`config.mk`:
```
export PLATFORM = sky130hd
export DESIGN_NAME = tucr_top
export DESIGN_NICKNAME = d
export VERILOG_FILES = /design/src/design/tucr_pkg.sv /design/src/design/tucr_resource_select.sv /design/src/design/tucr_sync_counter.sv /design/src/design/tucr_top.sv
export SDC_FILE = /design/constraint.sdc
export NUM_CORES = 1
export LEC_CHECK = 0
export ABC_AREA = 1
export BUFFER_PORTS_ARGS = -buffer_cell sky130_fd_sc_hd__buf_2
export CAP_MARGIN = 20
export CORE_ASPECT_RATIO = 0.8
export CORE_MARGIN = 8
export CORE_UTILIZATION = 45
export DETAILED_ROUTE_END_ITERATION = 6
export GPL_TIMING_DRIVEN = 0
export MAX_ROUTING_LAYER = met4
export PLACE_DENSITY = 0.7
export SLEW_MARGIN = 5
export SYNTH_ARGS = -nofsm -noshare
export SYNTH_HDL_FRONTEND = slang
export SYNTH_SLANG_ARGS = --single-unit
```
`constraint.sdc`:
```
create_clock -name REF_CLK -period 8.2 [get_ports REF_CLK]
set_input_delay 0.41 -clock REF_CLK [delete_from_list [all_inputs] [get_ports REF_CLK]]
set_output_delay 0.41 -clock REF_CLK [all_outputs]
set_load 0.05 [all_outputs]
```
`src/design/tucr_pkg.sv`:
```
/*
  Constants for the trace unit control register bank: register offsets,
  field positions, buffer space thresholds and widths.
  Assumes a 32-bit APB register bus with byte addresses.
*/
package tucr_pkg;

  // Register byte offsets
  localparam logic [11:0] OFS_STALL_CTRL   = 12'h02C;
  localparam logic [11:0] OFS_TS_CTRL      = 12'h030;
  localparam logic [11:0] OFS_SYNC_PERIOD  = 12'h034;
  localparam logic [11:0] OFS_CC_THRESHOLD = 12'h038;
  localparam logic [11:0] OFS_BB_SCOPE     = 12'h03C;
  localparam logic [11:0] OFS_STATUS       = 12'h044;

  // Writable bit masks; all other bits read as zero
  localparam logic [31:0] MASK_STALL_CTRL   = 32'h00001F0C;
  localparam logic [31:0] MASK_TS_CTRL      = 32'h0000008F;
  localparam logic [31:0] MASK_SYNC_PERIOD  = 32'h0000001F;
  localparam logic [31:0] MASK_CC_THRESHOLD = 32'h00000FFF;
  localparam logic [31:0] MASK_BB_SCOPE     = 32'h0000010F;
  localparam logic [31:0] RESET_VALUE       = 32'h00000000;

  // Stall control fields
  localparam int DROP_SEL_HI   = 12;
  localparam int DROP_SEL_LO   = 11;
  localparam int INSTR_FAV_BIT = 10;
  localparam int DATA_HOLD_BIT = 9;
  localparam int INSTR_HOLD_BIT = 8;
  localparam int LEVEL_HI      = 3;
  localparam int LEVEL_LO      = 2;

  // Drop selection codes
  localparam logic [1:0] DROP_NONE  = 2'h0;
  localparam logic [1:0] DROP_LOAD  = 2'h1;
  localparam logic [1:0] DROP_STORE = 2'h2;
  localparam logic [1:0] DROP_BOTH  = 2'h3;

  // Timestamp control fields
  localparam int TS_KIND_BIT = 7;
  localparam int TS_SEL_HI   = 3;

  // Period field and byte counter
  localparam int          PERIOD_HI    = 4;
  localparam logic [4:0]  PERIOD_MAX   = 5'h14;
  localparam int          SYNC_CNT_W   = 21;
  localparam int          BYTES_W      = 4;

  // Cycle count threshold and branch scope fields
  localparam int CC_HI       = 11;
  localparam int BB_MODE_BIT = 8;
  localparam int RANGE_HI    = 3;
  localparam int NUM_RANGES  = 4;

  // Free-space thresholds in buffer bytes for each stall level
  localparam int          SPACE_W      = 8;
  localparam logic [7:0]  SPACE_LEVEL0 = 8'h00;
  localparam logic [7:0]  SPACE_LEVEL1 = 8'h10;
  localparam logic [7:0]  SPACE_LEVEL2 = 8'h20;
  localparam logic [7:0]  SPACE_LEVEL3 = 8'h40;

  // Status register bits
  localparam int ST_CORE_STALL = 0;
  localparam int ST_DROP_LOAD  = 1;
  localparam int ST_DROP_STORE = 2;
  localparam int ST_INSTR_FAV  = 3;
  localparam int ST_BB_ACTIVE  = 4;
  localparam int ST_DATA_LOW   = 5;
  localparam int ST_INSTR_LOW  = 6;

endpackage

```
`src/design/tucr_resource_select.sv`:
```
/*
  Picks one trace resource or one combined resource pair by index.
  Assumes resource and pair inputs are synchronous levels.
*/
module tucr_resource_select (
  // Selection
  input  wire logic        kind,
  input  wire logic [3:0]  index,
  // Resources
  input  wire logic [15:0] single_res,
  input  wire logic [7:0]  pair_res,
  // Result
  output logic             hit
);

  always_comb begin
    if (kind) begin
      hit = pair_res[index[2:0]];
    end else begin
      hit = single_res[index];
    end
  end

endmodule // tucr_resource_select

```
`src/design/tucr_sync_counter.sv`:
```
/*
  Counts trace bytes of both streams and requests synchronization each
  time two to the power of the period field bytes have gone by.
  Assumes byte counts are sampled on every clock edge.
*/
module tucr_sync_counter (
  // Clock and reset
  input  wire logic                        clk,
  input  wire logic                        rst_n,
  // Period
  input  wire logic [4:0]                  period,
  // Bytes generated this cycle
  input  wire logic [tucr_pkg::BYTES_W-1:0] instr_bytes,
  input  wire logic [tucr_pkg::BYTES_W-1:0] data_bytes,
  // Request
  output logic                             sync_req
);

  localparam int W = tucr_pkg::SYNC_CNT_W;

  logic [W-1:0] count_reg;
  logic [W-1:0] count_next;
  logic [W-1:0] sum;
  logic [W-1:0] span;
  logic [4:0]   exp_eff;
  logic         req_next;

  always_comb begin
    // Out-of-range periods are clamped to the largest legal period
    exp_eff = (period > tucr_pkg::PERIOD_MAX) ? tucr_pkg::PERIOD_MAX
                                              : period;
    span = W'(1) << exp_eff;
    sum  = count_reg + W'(instr_bytes) + W'(data_bytes);
    if (period == 5'h00) begin
      count_next = '0;
      req_next   = 1'b0;
    end else if (sum >= span) begin
      count_next = sum - span;
      req_next   = 1'b1;
    end else begin
      count_next = sum;
      req_next   = 1'b0;
    end
  end

  always_ff @(posedge clk) begin
    if (!rst_n) begin
      count_reg <= '0;
    end else begin
      count_reg <= count_next;
    end
  end

  always_ff @(posedge clk) begin
    if (!rst_n) begin
      sync_req <= 1'b0;
    end else begin
      sync_req <= req_next;
    end
  end

endmodule // tucr_sync_counter

```
`src/design/tucr_top.sv`:
```
/*
  Trace unit control register bank: stall and drop policy, timestamp
  resource choice, synchronization period, cycle count threshold and
  branch broadcast scope, programmed over APB.
  Assumes APB master on REF_CLK, synchronous inputs from the trace buffer
  and the core, and RSTN synchronous active low.

// Summary of operation
// - Below threshold, drop loads, stores or both per two-bit select.
// - Favour bit set and instruction space low: favour instructions.
// - Data hold bit stalls core while data space is below threshold.
// - Instruction hold bit stalls core while instruction space is low.
// - Two-bit level gives four thresholds; zero never stalls.
// - Timestamps go to instruction stream, and data stream if data traced.
// - Kind bit selects single resource or combined pair.
// - Index picks resource 0-15, or pair 0-7 from low three bits.
// - Request sync every two to the N trace bytes, both streams.
// - Period zero stops periodic sync requests only.
// - Twelve-bit cycle count threshold, readable and writable.
// - Exclude mode: no broadcast in chosen ranges; none chosen means all.
// - Include mode broadcasts only inside chosen ranges.
// - One mask bit per address range comparator.
// - Cycle count threshold applies only with cycle count enable.
// - Branch broadcast scoping applies only with broadcast enable.
*/
module tucr_top (
  // Clock and reset
  input  wire logic                         REF_CLK,
  input  wire logic                         RSTN,

  // APB slave
  input  wire logic                         PSEL,
  input  wire logic                         PENABLE,
  input  wire logic                         PWRITE,
  input  wire logic [11:0]                  PADDR,
  input  wire logic [31:0]                  PWDATA,
  output logic      [31:0]                  PRDATA,
  output logic                              PREADY,
  output logic                              PSLVERR,

  // Trace buffer free space
  input  wire logic [tucr_pkg::SPACE_W-1:0] INSTR_SPACE,
  input  wire logic [tucr_pkg::SPACE_W-1:0] DATA_SPACE,

  // Stall and drop policy
  output logic                              CORE_STALL,
  output logic                              DROP_LOADS,
  output logic                              DROP_STORES,
  output logic                              INSTR_FAVOUR,

  // Timestamp resources
  input  wire logic [15:0]                  RESOURCE,
  input  wire logic [7:0]                   RESOURCE_PAIR,
  input  wire logic                         DATA_TRACE_ON,
  output logic                              TS_INSTR,
  output logic                              TS_DATA,

  // Trace byte counts and sync
  input  wire logic [tucr_pkg::BYTES_W-1:0] INSTR_BYTES,
  input  wire logic [tucr_pkg::BYTES_W-1:0] DATA_BYTES,
  output logic                              SYNC_REQUEST,

  // Cycle counting
  input  wire logic                         CYCLE_COUNT_ENABLE,
  output logic      [11:0]                  CC_THRESHOLD,
  output logic                              CC_ACTIVE,

  // Branch broadcast
  input  wire logic                         BRANCH_BROADCAST_ENABLE,
  input  wire logic [3:0]                   RANGE_HIT,
  output logic                              BB_ACTIVE
);

  // Register storage
  logic [31:0] trace_stall_control_reg;
  logic [31:0] timestamp_event_control_reg;
  logic [31:0] sync_period_reg;
  logic [31:0] cycle_count_threshold_reg;
  logic [31:0] branch_broadcast_scope_reg;

  // Address decode shared by write and read paths
  typedef enum logic [2:0] {
    TUCR_SEL_NONE  = 3'b000,
    TUCR_SEL_STALL = 3'b001,
    TUCR_SEL_TS    = 3'b010,
    TUCR_SEL_SYNC  = 3'b011,
    TUCR_SEL_CC    = 3'b100,
    TUCR_SEL_BB    = 3'b101,
    TUCR_SEL_STAT  = 3'b110
  } tucr_sel_type;

  function automatic tucr_sel_type decode(input logic [11:0] addr);
    unique case (addr)
      tucr_pkg::OFS_STALL_CTRL:   decode = TUCR_SEL_STALL;
      tucr_pkg::OFS_TS_CTRL:      decode = TUCR_SEL_TS;
      tucr_pkg::OFS_SYNC_PERIOD:  decode = TUCR_SEL_SYNC;
      tucr_pkg::OFS_CC_THRESHOLD: decode = TUCR_SEL_CC;
      tucr_pkg::OFS_BB_SCOPE:     decode = TUCR_SEL_BB;
      tucr_pkg::OFS_STATUS:       decode = TUCR_SEL_STAT;
      default:                    decode = TUCR_SEL_NONE;
    endcase
  endfunction

  function automatic logic [7:0] level_space(input logic [1:0] lvl);
    unique case (lvl)
      2'h0: level_space = tucr_pkg::SPACE_LEVEL0;
      2'h1: level_space = tucr_pkg::SPACE_LEVEL1;
      2'h2: level_space = tucr_pkg::SPACE_LEVEL2;
      2'h3: level_space = tucr_pkg::SPACE_LEVEL3;
    endcase
  endfunction

  tucr_sel_type sel;
  logic         wr_en;
  logic         access;
  logic [31:0]  status_word;

  assign sel    = decode(PADDR);
  assign access = PSEL && PENABLE;
  assign wr_en  = access && PWRITE;

  // Zero wait states
  assign PREADY = 1'b1;

  // Unmapped addresses and writes to status answer with an error
  assign PSLVERR = access && ((sel == TUCR_SEL_NONE) ||
                              (PWRITE && (sel == TUCR_SEL_STAT)));

  // Register writes, masked so reserved bits stay zero
  always_ff @(posedge REF_CLK) begin
    if (!RSTN) begin
      trace_stall_control_reg <= tucr_pkg::RESET_VALUE;
    end else if (wr_en && sel == TUCR_SEL_STALL) begin
      trace_stall_control_reg <= PWDATA & tucr_pkg::MASK_STALL_CTRL;
    end
  end

  always_ff @(posedge REF_CLK) begin
    if (!RSTN) begin
      timestamp_event_control_reg <= tucr_pkg::RESET_VALUE;
    end else if (wr_en && sel == TUCR_SEL_TS) begin
      timestamp_event_control_reg <= PWDATA & tucr_pkg::MASK_TS_CTRL;
    end
  end

  always_ff @(posedge REF_CLK) begin
    if (!RSTN) begin
      sync_period_reg <= tucr_pkg::RESET_VALUE;
    end else if (wr_en && sel == TUCR_SEL_SYNC) begin
      sync_period_reg <= PWDATA & tucr_pkg::MASK_SYNC_PERIOD;
    end
  end

  always_ff @(posedge REF_CLK) begin
    if (!RSTN) begin
      cycle_count_threshold_reg <= tucr_pkg::RESET_VALUE;
    end else if (wr_en && sel == TUCR_SEL_CC) begin
      cycle_count_threshold_reg <= PWDATA & tucr_pkg::MASK_CC_THRESHOLD;
    end
  end

  always_ff @(posedge REF_CLK) begin
    if (!RSTN) begin
      branch_broadcast_scope_reg <= tucr_pkg::RESET_VALUE;
    end else if (wr_en && sel == TUCR_SEL_BB) begin
      branch_broadcast_scope_reg <= PWDATA & tucr_pkg::MASK_BB_SCOPE;
    end
  end

  // Read data
  always_comb begin
    PRDATA = '0;

    if (PSEL && !PWRITE) begin
      unique case (sel)
        TUCR_SEL_STALL: PRDATA = trace_stall_control_reg;
        TUCR_SEL_TS:    PRDATA = timestamp_event_control_reg;
        TUCR_SEL_SYNC:  PRDATA = sync_period_reg;
        TUCR_SEL_CC:    PRDATA = cycle_count_threshold_reg;
        TUCR_SEL_BB:    PRDATA = branch_broadcast_scope_reg;
        TUCR_SEL_STAT:  PRDATA = status_word;
        TUCR_SEL_NONE:  PRDATA = '0;
      endcase
    end
  end

  // Stall, drop and favour policy
  logic [1:0] level;
  logic [1:0] drop_sel;
  logic       instr_low;
  logic       data_low;
  logic       stall_next;
  logic       drop_ld_next;
  logic       drop_st_next;
  logic       fav_next;

  assign level    = trace_stall_control_reg[tucr_pkg::LEVEL_HI:
                                            tucr_pkg::LEVEL_LO];

  assign drop_sel = trace_stall_control_reg[tucr_pkg::DROP_SEL_HI:
                                            tucr_pkg::DROP_SEL_LO];

  // Level zero compares against zero space and is never true
  assign instr_low = INSTR_SPACE < level_space(level);
  assign data_low  = DATA_SPACE < level_space(level);

  always_comb begin
    stall_next = (trace_stall_control_reg[tucr_pkg::DATA_HOLD_BIT]
                  && data_low)
              || (trace_stall_control_reg[tucr_pkg::INSTR_HOLD_BIT]
                  && instr_low);

    drop_ld_next = data_low && ((drop_sel == tucr_pkg::DROP_LOAD) ||
                                (drop_sel == tucr_pkg::DROP_BOTH));

    drop_st_next = data_low && ((drop_sel == tucr_pkg::DROP_STORE) ||
                                (drop_sel == tucr_pkg::DROP_BOTH));

    fav_next = trace_stall_control_reg[tucr_pkg::INSTR_FAV_BIT]
               && instr_low;
  end

  always_ff @(posedge REF_CLK) begin
    if (!RSTN) begin
      CORE_STALL <= 1'b0;
    end else begin
      CORE_STALL <= stall_next;
    end
  end

  always_ff @(posedge REF_CLK) begin
    if (!RSTN) begin
      DROP_LOADS  <= 1'b0;
      DROP_STORES <= 1'b0;
    end else begin
      DROP_LOADS  <= drop_ld_next;
      DROP_STORES <= drop_st_next;
    end
  end

  always_ff @(posedge REF_CLK) begin
    if (!RSTN) begin
      INSTR_FAVOUR <= 1'b0;
    end else begin
      INSTR_FAVOUR <= fav_next;
    end
  end

  // Timestamp insertion
  logic ts_hit;

  tucr_resource_select u_ts_select (
    .kind       (timestamp_event_control_reg[tucr_pkg::TS_KIND_BIT]),
    .index      (timestamp_event_control_reg[tucr_pkg::TS_SEL_HI:0]),
    .single_res (RESOURCE),
    .pair_res   (RESOURCE_PAIR),
    .hit        (ts_hit)
  );

  always_ff @(posedge REF_CLK) begin
    if (!RSTN) begin
      TS_INSTR <= 1'b0;
      TS_DATA  <= 1'b0;
    end else begin
      TS_INSTR <= ts_hit;
      TS_DATA  <= ts_hit && DATA_TRACE_ON;
    end
  end

  // Periodic synchronization
  tucr_sync_counter u_sync (
    .clk         (REF_CLK),
    .rst_n       (RSTN),
    .period      (sync_period_reg[tucr_pkg::PERIOD_HI:0]),
    .instr_bytes (INSTR_BYTES),
    .data_bytes  (DATA_BYTES),
    .sync_req    (SYNC_REQUEST)
  );

  // Cycle count threshold
  always_ff @(posedge REF_CLK) begin
    if (!RSTN) begin
      CC_THRESHOLD <= '0;
      CC_ACTIVE    <= 1'b0;
    end else begin
      CC_THRESHOLD <= cycle_count_threshold_reg[tucr_pkg::CC_HI:0];
      CC_ACTIVE    <= CYCLE_COUNT_ENABLE;
    end
  end

  // Branch broadcast scope
  logic [tucr_pkg::NUM_RANGES-1:0] chosen;
  logic                            in_chosen;
  logic                            bb_next;

  genvar g;

  generate
    for (g = 0; g < tucr_pkg::NUM_RANGES; g++) begin : g_range
      assign chosen[g] = branch_broadcast_scope_reg[g] && RANGE_HIT[g];
    end
  endgenerate

  assign in_chosen = |chosen;

  always_comb begin
    if (!BRANCH_BROADCAST_ENABLE) begin
      bb_next = 1'b0;
    end else if (branch_broadcast_scope_reg[tucr_pkg::BB_MODE_BIT]) begin
      bb_next = in_chosen;
    end else begin
      bb_next = !in_chosen;
    end
  end

  always_ff @(posedge REF_CLK) begin
    if (!RSTN) begin
      BB_ACTIVE <= 1'b0;
    end else begin
      BB_ACTIVE <= bb_next;
    end
  end

  // Live status of the policy outputs, branch broadcast and both space comparisons
  always_comb begin
    status_word = '0;

    status_word[tucr_pkg::ST_CORE_STALL] = CORE_STALL;
    status_word[tucr_pkg::ST_DROP_LOAD]  = DROP_LOADS;
    status_word[tucr_pkg::ST_DROP_STORE] = DROP_STORES;
    status_word[tucr_pkg::ST_INSTR_FAV]  = INSTR_FAVOUR;
    status_word[tucr_pkg::ST_BB_ACTIVE]  = BB_ACTIVE;
    status_word[tucr_pkg::ST_DATA_LOW]   = data_low;
    status_word[tucr_pkg::ST_INSTR_LOW]  = instr_low;
  end

endmodule // tucr_top

```
==> Word level (Yosys, flattened, before mapping) <==
Index checks and enable logic that the tools add are counted.
{ "op_classes": {"div": 0, "n_lt_le_gt_ge": 6, "muxes": 13, "n_reduce_logical": 32, "n_bitwise": 1, "shift": 1, "addsub": 3, "eq_ne": 18, "multipliers": 0} }
{ "op_table": {"columns": ["operator", "n"], "rows": [
  ["$pmux W32 S7", 1],
  ["$eq A12 B6 Y1 const B", 5],
  ["$add A21 B4 Y21", 2],
  ["$mux W32", 1],
  ["$pmux W8 S4", 1],
  ["$ge A21 B21 Y1", 1],
  ["$mux W21", 1],
  ["$shl A1 B5 Y21 const A", 1],
  ["$sub A21 B21 Y21", 1],
  ["$logic_and A1 B1 Y1", 20],
  ["$pmux W3 S6", 1],
  ["$lt A8 B8 Y1", 2],
  ["$eq A12 B7 Y1 const B", 1],
  ["$eq A3 B3 Y1 const B", 3],
  ["$eq A2 B2 Y1 const B", 4],
  ["$eq A3 B2 Y1 const B", 2],
  ["$gt A5 B5 Y1 const B", 1],
  ["$logic_not A5 Y1", 1],
  ["$lt A4 B5 Y1 const B", 1],
  ["$mux W1", 5],
  ["$mux W5", 1],
  ["$bmux W1 S4", 1],
  ["$eq A2 B1 Y1 const B", 2],
  ["$logic_or A1 B1 Y1", 4],
  ["10 further kinds", 11]
]} }
{ "totals": {"rom_bits": 0, "ff_bits": 76, "inputBits": 104, "wordCells": 90, "latchBits": 0, "n_memories": 0, "ramBits": 0, "out_inout_bits": 55} }

==> Depth between registers and ports, before layout <==
{ "logic_depth": {"depth_word": 6, "mapped_depth": 27, "mapped_depth_nobuf": 27} }

==> Cells and area by module <==
A second synthesis with hierarchy kept.
{ "hier_totals": {"cells_unflattened": 960, "hier_area_um2": 5973.2} }
{ "modules_own_cells": {"columns": ["mod", "area_each_um2", "seq_area_each_um2", "n_inst", "cells_per_inst"], "rows": [
  ["tucr_sync_counter", 2897.8, 440.4, 1, 491],
  ["tucr_top", 2773.9, 1081.0, 1, 401],
  ["tucr_resource_select", 301.5, 0.0, 1, 68]
]} }

==> Least setup slack after synthesis <==
OpenSTA, ideal clock, no wires.
{ "synth_path": {"path_type": "input to register", "from": "in INSTR_BYTES[1] (netlist name)", "to": "reg u_sync.count_reg[18]", "n_path_buf": 1, "slack_ns": 3.983, "stages": 25, "t_arrival_ns": 4.108, "cell_sequence": "inv_1 > fa_1 > inv_1 > ha_1 > inv_1 > fa_1 > o31ai_2 > nand2_1 > nor2_1 > nand2_1 > nor2_1 > nand2_1 > xor2_1 > inv_1 > ha_1 > nand2_1 > nor3_1 > inv_1 > nor2_2 > nand2_4 > nand3_4 > buf_8 > nand3_1 > nand2_1 > inv_1"} }
{ "synth_via": {"elab_chain_len": 4, "word_cells_on_any_way": 5} }
{ "synth_rtl": {"columns": ["item", "line", "source"], "rows": [
  ["start: declaration", "tucr_top.sv:59", "input wire logic [tucr_pkg::BYTES_W-1:0] INSTR_BYTES,"],
  ["$add A21 B4 Y21 (*) (2 in series)", "tucr_sync_counter.sv:33", "sum = count_reg + W'(instr_bytes) + W'(data_bytes);"],
  ["$sub A21 B21 Y21 / $ge A21 B21 Y1 (equally long branches)", "tucr_sync_counter.sv:38, tucr_sync_counter.sv:37", null],
  ["$mux W21 (*)", "tucr_sync_counter.sv:37", "end else if (sum >= span) begin"],
  ["end signal: assignment", "tucr_sync_counter.sv:50", "count_reg <= count_next;"],
  ["end: declaration", "tucr_sync_counter.sv:21", "logic [W-1:0] count_reg;"]
]} }
Mark *: on every way between the ends. The rest lies on a longest branch, timed or not.
A chain may end at the register's enable or synchronous reset.

==> Worst setup path in the final report <==
{ "layout_path": {"from": "reg u_sync.count_reg[1]", "to": "reg u_sync.count_reg[18]"} }
{ "layout_via": {"elab_chain_len": 4, "word_cells_on_any_way": 5} }
{ "layout_rtl": {"columns": ["item", "line"], "rows": [
  ["$add A21 B4 Y21 (*) (2 in series)", "tucr_sync_counter.sv:33"],
  ["$sub A21 B21 Y21 / $ge A21 B21 Y1 (equally long branches)", "tucr_sync_counter.sv:38, tucr_sync_counter.sv:37"],
  ["$mux W21 (*)", "tucr_sync_counter.sv:37"]
]} }
Marked as above.

==> qor.yml <==
outcome: "finished clean"
syn_area_per_cell_sq_um: 6.444
synth.most_common_cell: "nand2_1"
postCtsSetupRepairBufs: 0
cts_inserted_buffers: 9
root_buffer: "clkbuf_16"
cp-start-kind: "flop"
synth_common_cells: "200 x nand2_1, 155 x inv_1, 105 x nor2_1"
ys_seq_area_share_pct: 25.14
numClockSinks: 76
worst_pin_slew_ps: 694.0
synth_top_area_cell: "dfxtp_1"
rsz0062_at_grt: "false"
endpoint_kind: "flop"
synthDistinctLibCells: 50
setup_viol: 0
dieArea_sq_um: 17440
htreeDepth: 3
worstPathCellList: "inv_1, fa_1, inv_1, ha_1, inv_1, fa_1, o31ai_2, nand2_1, nor2_1, nand2_1, nor2_1, nand2_1, nor3_2, xor2_1, ha_1, inv_1, nor3_2, nand3_2, nand3_4, buf_8, nand3_1, nand2_1, inv_1"
antenna_found_initial: 0
cts.clk_slew.worst_paths_ps: 60
grt-ovfl-total: 0
slowest_delay_ps: 440
critPathKind: "reg2reg"
cts_tree: "built"
arrival_ps: 4980
yosys.area.top_type_share_pct: 25.14
finClkSkew_ps: 7.661
hold_slack_ps: 253.2
clk_path_buf_depth: 2
drive_above_1_share_pct: 19.93
crit_slowest_cell: "fa_1"
netlist_instances: 939
worstHoldPathType: "in2reg"
routed_wl_microns: 18280
p_leak_nw: 3.803
hold_path_end: "CC_ACTIVE"
min_period_over_period_pct: 57.93
vias: 6313
hold_start: "CYCLE_COUNT_ENABLE"
max_freq_mhz: 210.5
relSlewSlack_pct: 53.24
die_y_microns: 119.7
antenna_left: 0
cts_hold_buf: 0
die_w_microns: 145.6
crit_required_ps: 8430
synth_flop_cell: "dfxtp_1"
drtIter0Drc: 669
drtPass1Iterations: 5
hold_viol_final: 0
antennaDiodeCount: 0
place_hpwl_microns: 15270
wl_per_cell_microns: 14.46
fillers: 1352
power.switching_w: 0.0003547
synth_area_sq_um: 6051
power.share.combinational_pct: 28.6
yosys-top-cells-area: "dfxtp_1 25%, nand2_1 12%, inv_1 9.6%"
place_congestion: 0.9680
clk_latency_ps: 330
power_density_nw_per_um2: 149.1
drv_slew: 0
fin_crit_ps: 4750
ios: 159
p_int_w: 0.0007176
viasPerCell: 4.994
rrSetupSlack_ps: 3450
pwr-share-clk_pct: 36.8
r2r_start: "u_sync.count_reg[1]"
worstReg2RegEnd: "u_sync.count_reg[18]"
rr_worst_depth: 23
finalSetupTns_ps: 0
post_cts_resized: 0
ys_seq_elements: 76
initial_core_util_pct: 45.29
drv_cap: 0
fin_util_pct: 53.84
coreArea_sq_um: 13360
numPortBuffers: 111
ir_worst_vdd_v: 0.0001213
seqPwrFrac_pct: 34.5
synth-async-reset-ratio_pct: 0
path_max_fanout: 10
largest_register_ffs: 21
grt_max_degree: 14
synth_edf_count: 0
grt_pass1_vias: 5733
grt_pass1_wl_microns: 29540
finalNetCount: 1216
grt_usage_pct: 21.22
total_power_w: 0.001072
syn2layout_area_growth_pct: 18.88
path_common_cell: "inv_1"
hold_path_depth: 3
drc: 0
fp-row-count: 38
p_sw_share_pct: 33.08
yosys_warnings: 0
==> metal layers <==
| metal | vias up | global-route usage [%] | wire length (microns) |
|---|---|---|---|
| met1 | 2800 | 29.99 | 8904 |
| met3 | 25 | 4.176 | 1537 |
| met4 | 0 | 6.100 | 331 |
| met5 | - | - | 0 |
| li1 | 3257 | - | - |
| met2 | 231 | 29.90 | 7509 |
==> through the flow <==
| stage | instances | setup slack (ps) | area, sq um |
|---|---|---|---|
| floorplan | 957 | 3983 | 6118 |
| global placement | 1248 | 3219 | 6899 |
| detailed placement | 1248 | 3239 | 6899 |
| CTS | 1264 | 3433 | 7193 |
| global route | 1264 | 2984 | 7193 |
| finish | 1264 | 3450 | 7193 |
==> cell families after synthesis <==
family,Yosys count,share of synthesized area (%)
and+or+nand+nor,454,35.28
buffers and inverters,203,14.52
AOI/OAI and AO/OA,149,14.19
DFF,76,25.14
adders and majority gates,33,7.568
xor gates and xnor gates,22,3.185
other,2,0.1241
==> final cells by class <==
class | instances | area (sq um) | share of cell area, %
multi-input combinational | 678 | 3719 | 51.70
inverter | 165 | 620.6 | 8.628
clock buffer | 10 | 229.0 | 3.183
clock inverter | 6 | 65.06 | 0.9045
sequential | 76 | 1521 | 21.15
tap | 180 | 225.2 | 3.131
buffer | 38 | 257.7 | 3.583
timing repair buffer | 111 | 555.5 | 7.723
==> power groups by stage <==
stage | clock network, W | logic (W) | registers (W)
after global placement | 0 | 0.000298 | 0.000379
after global routing | 0.000415 | 0.000340 | 0.000370
after floorplan | 0 | 0.000225 | 0.000382
final | 0.000395 | 0.000307 | 0.000370
after detailed placement | 0 | 0.000302 | 0.000379
after CTS | 0.000399 | 0.000304 | 0.000370
==> cells in the final DEF, fill, tap and decap left out, types with 20 or more instances in the layout <==
master	n
nor2_1	105
nand3_1	53
ha_1	27
buf_4	20
a21oi_1	52
nand2_1	200
nand2_2	20
buf_2	114
inv_1	155
o21ai_0	52
conb_1	20
dfxtp_1	76
==> worst max path at each step <==
stage	end	startpoint	slack [ps]
final	u_sync.count_reg[18]	u_sync.count_reg[1]	3450
after floorplan	u_sync.count_reg[18]	INSTR_BYTES[1]	3980
after global routing	u_sync.count_reg[18]	u_sync.count_reg[1]	2980
after detailed placement	u_sync.count_reg[18]	INSTR_BYTES[1]	3240
after CTS	u_sync.count_reg[18]	u_sync.count_reg[1]	3430
after global placement	u_sync.count_reg[18]	INSTR_BYTES[1]	3220
==> critical path, delay by kind of cell (launching register included) <==
kind            cells  cell delay [ps]
compound gates      1              330
xor+xnor            1              140
buf+inv             6              510
fa+ha+maj           4             1480
simple gates       11             1870
flops               1              310
(Power assumes the default switching activity.)
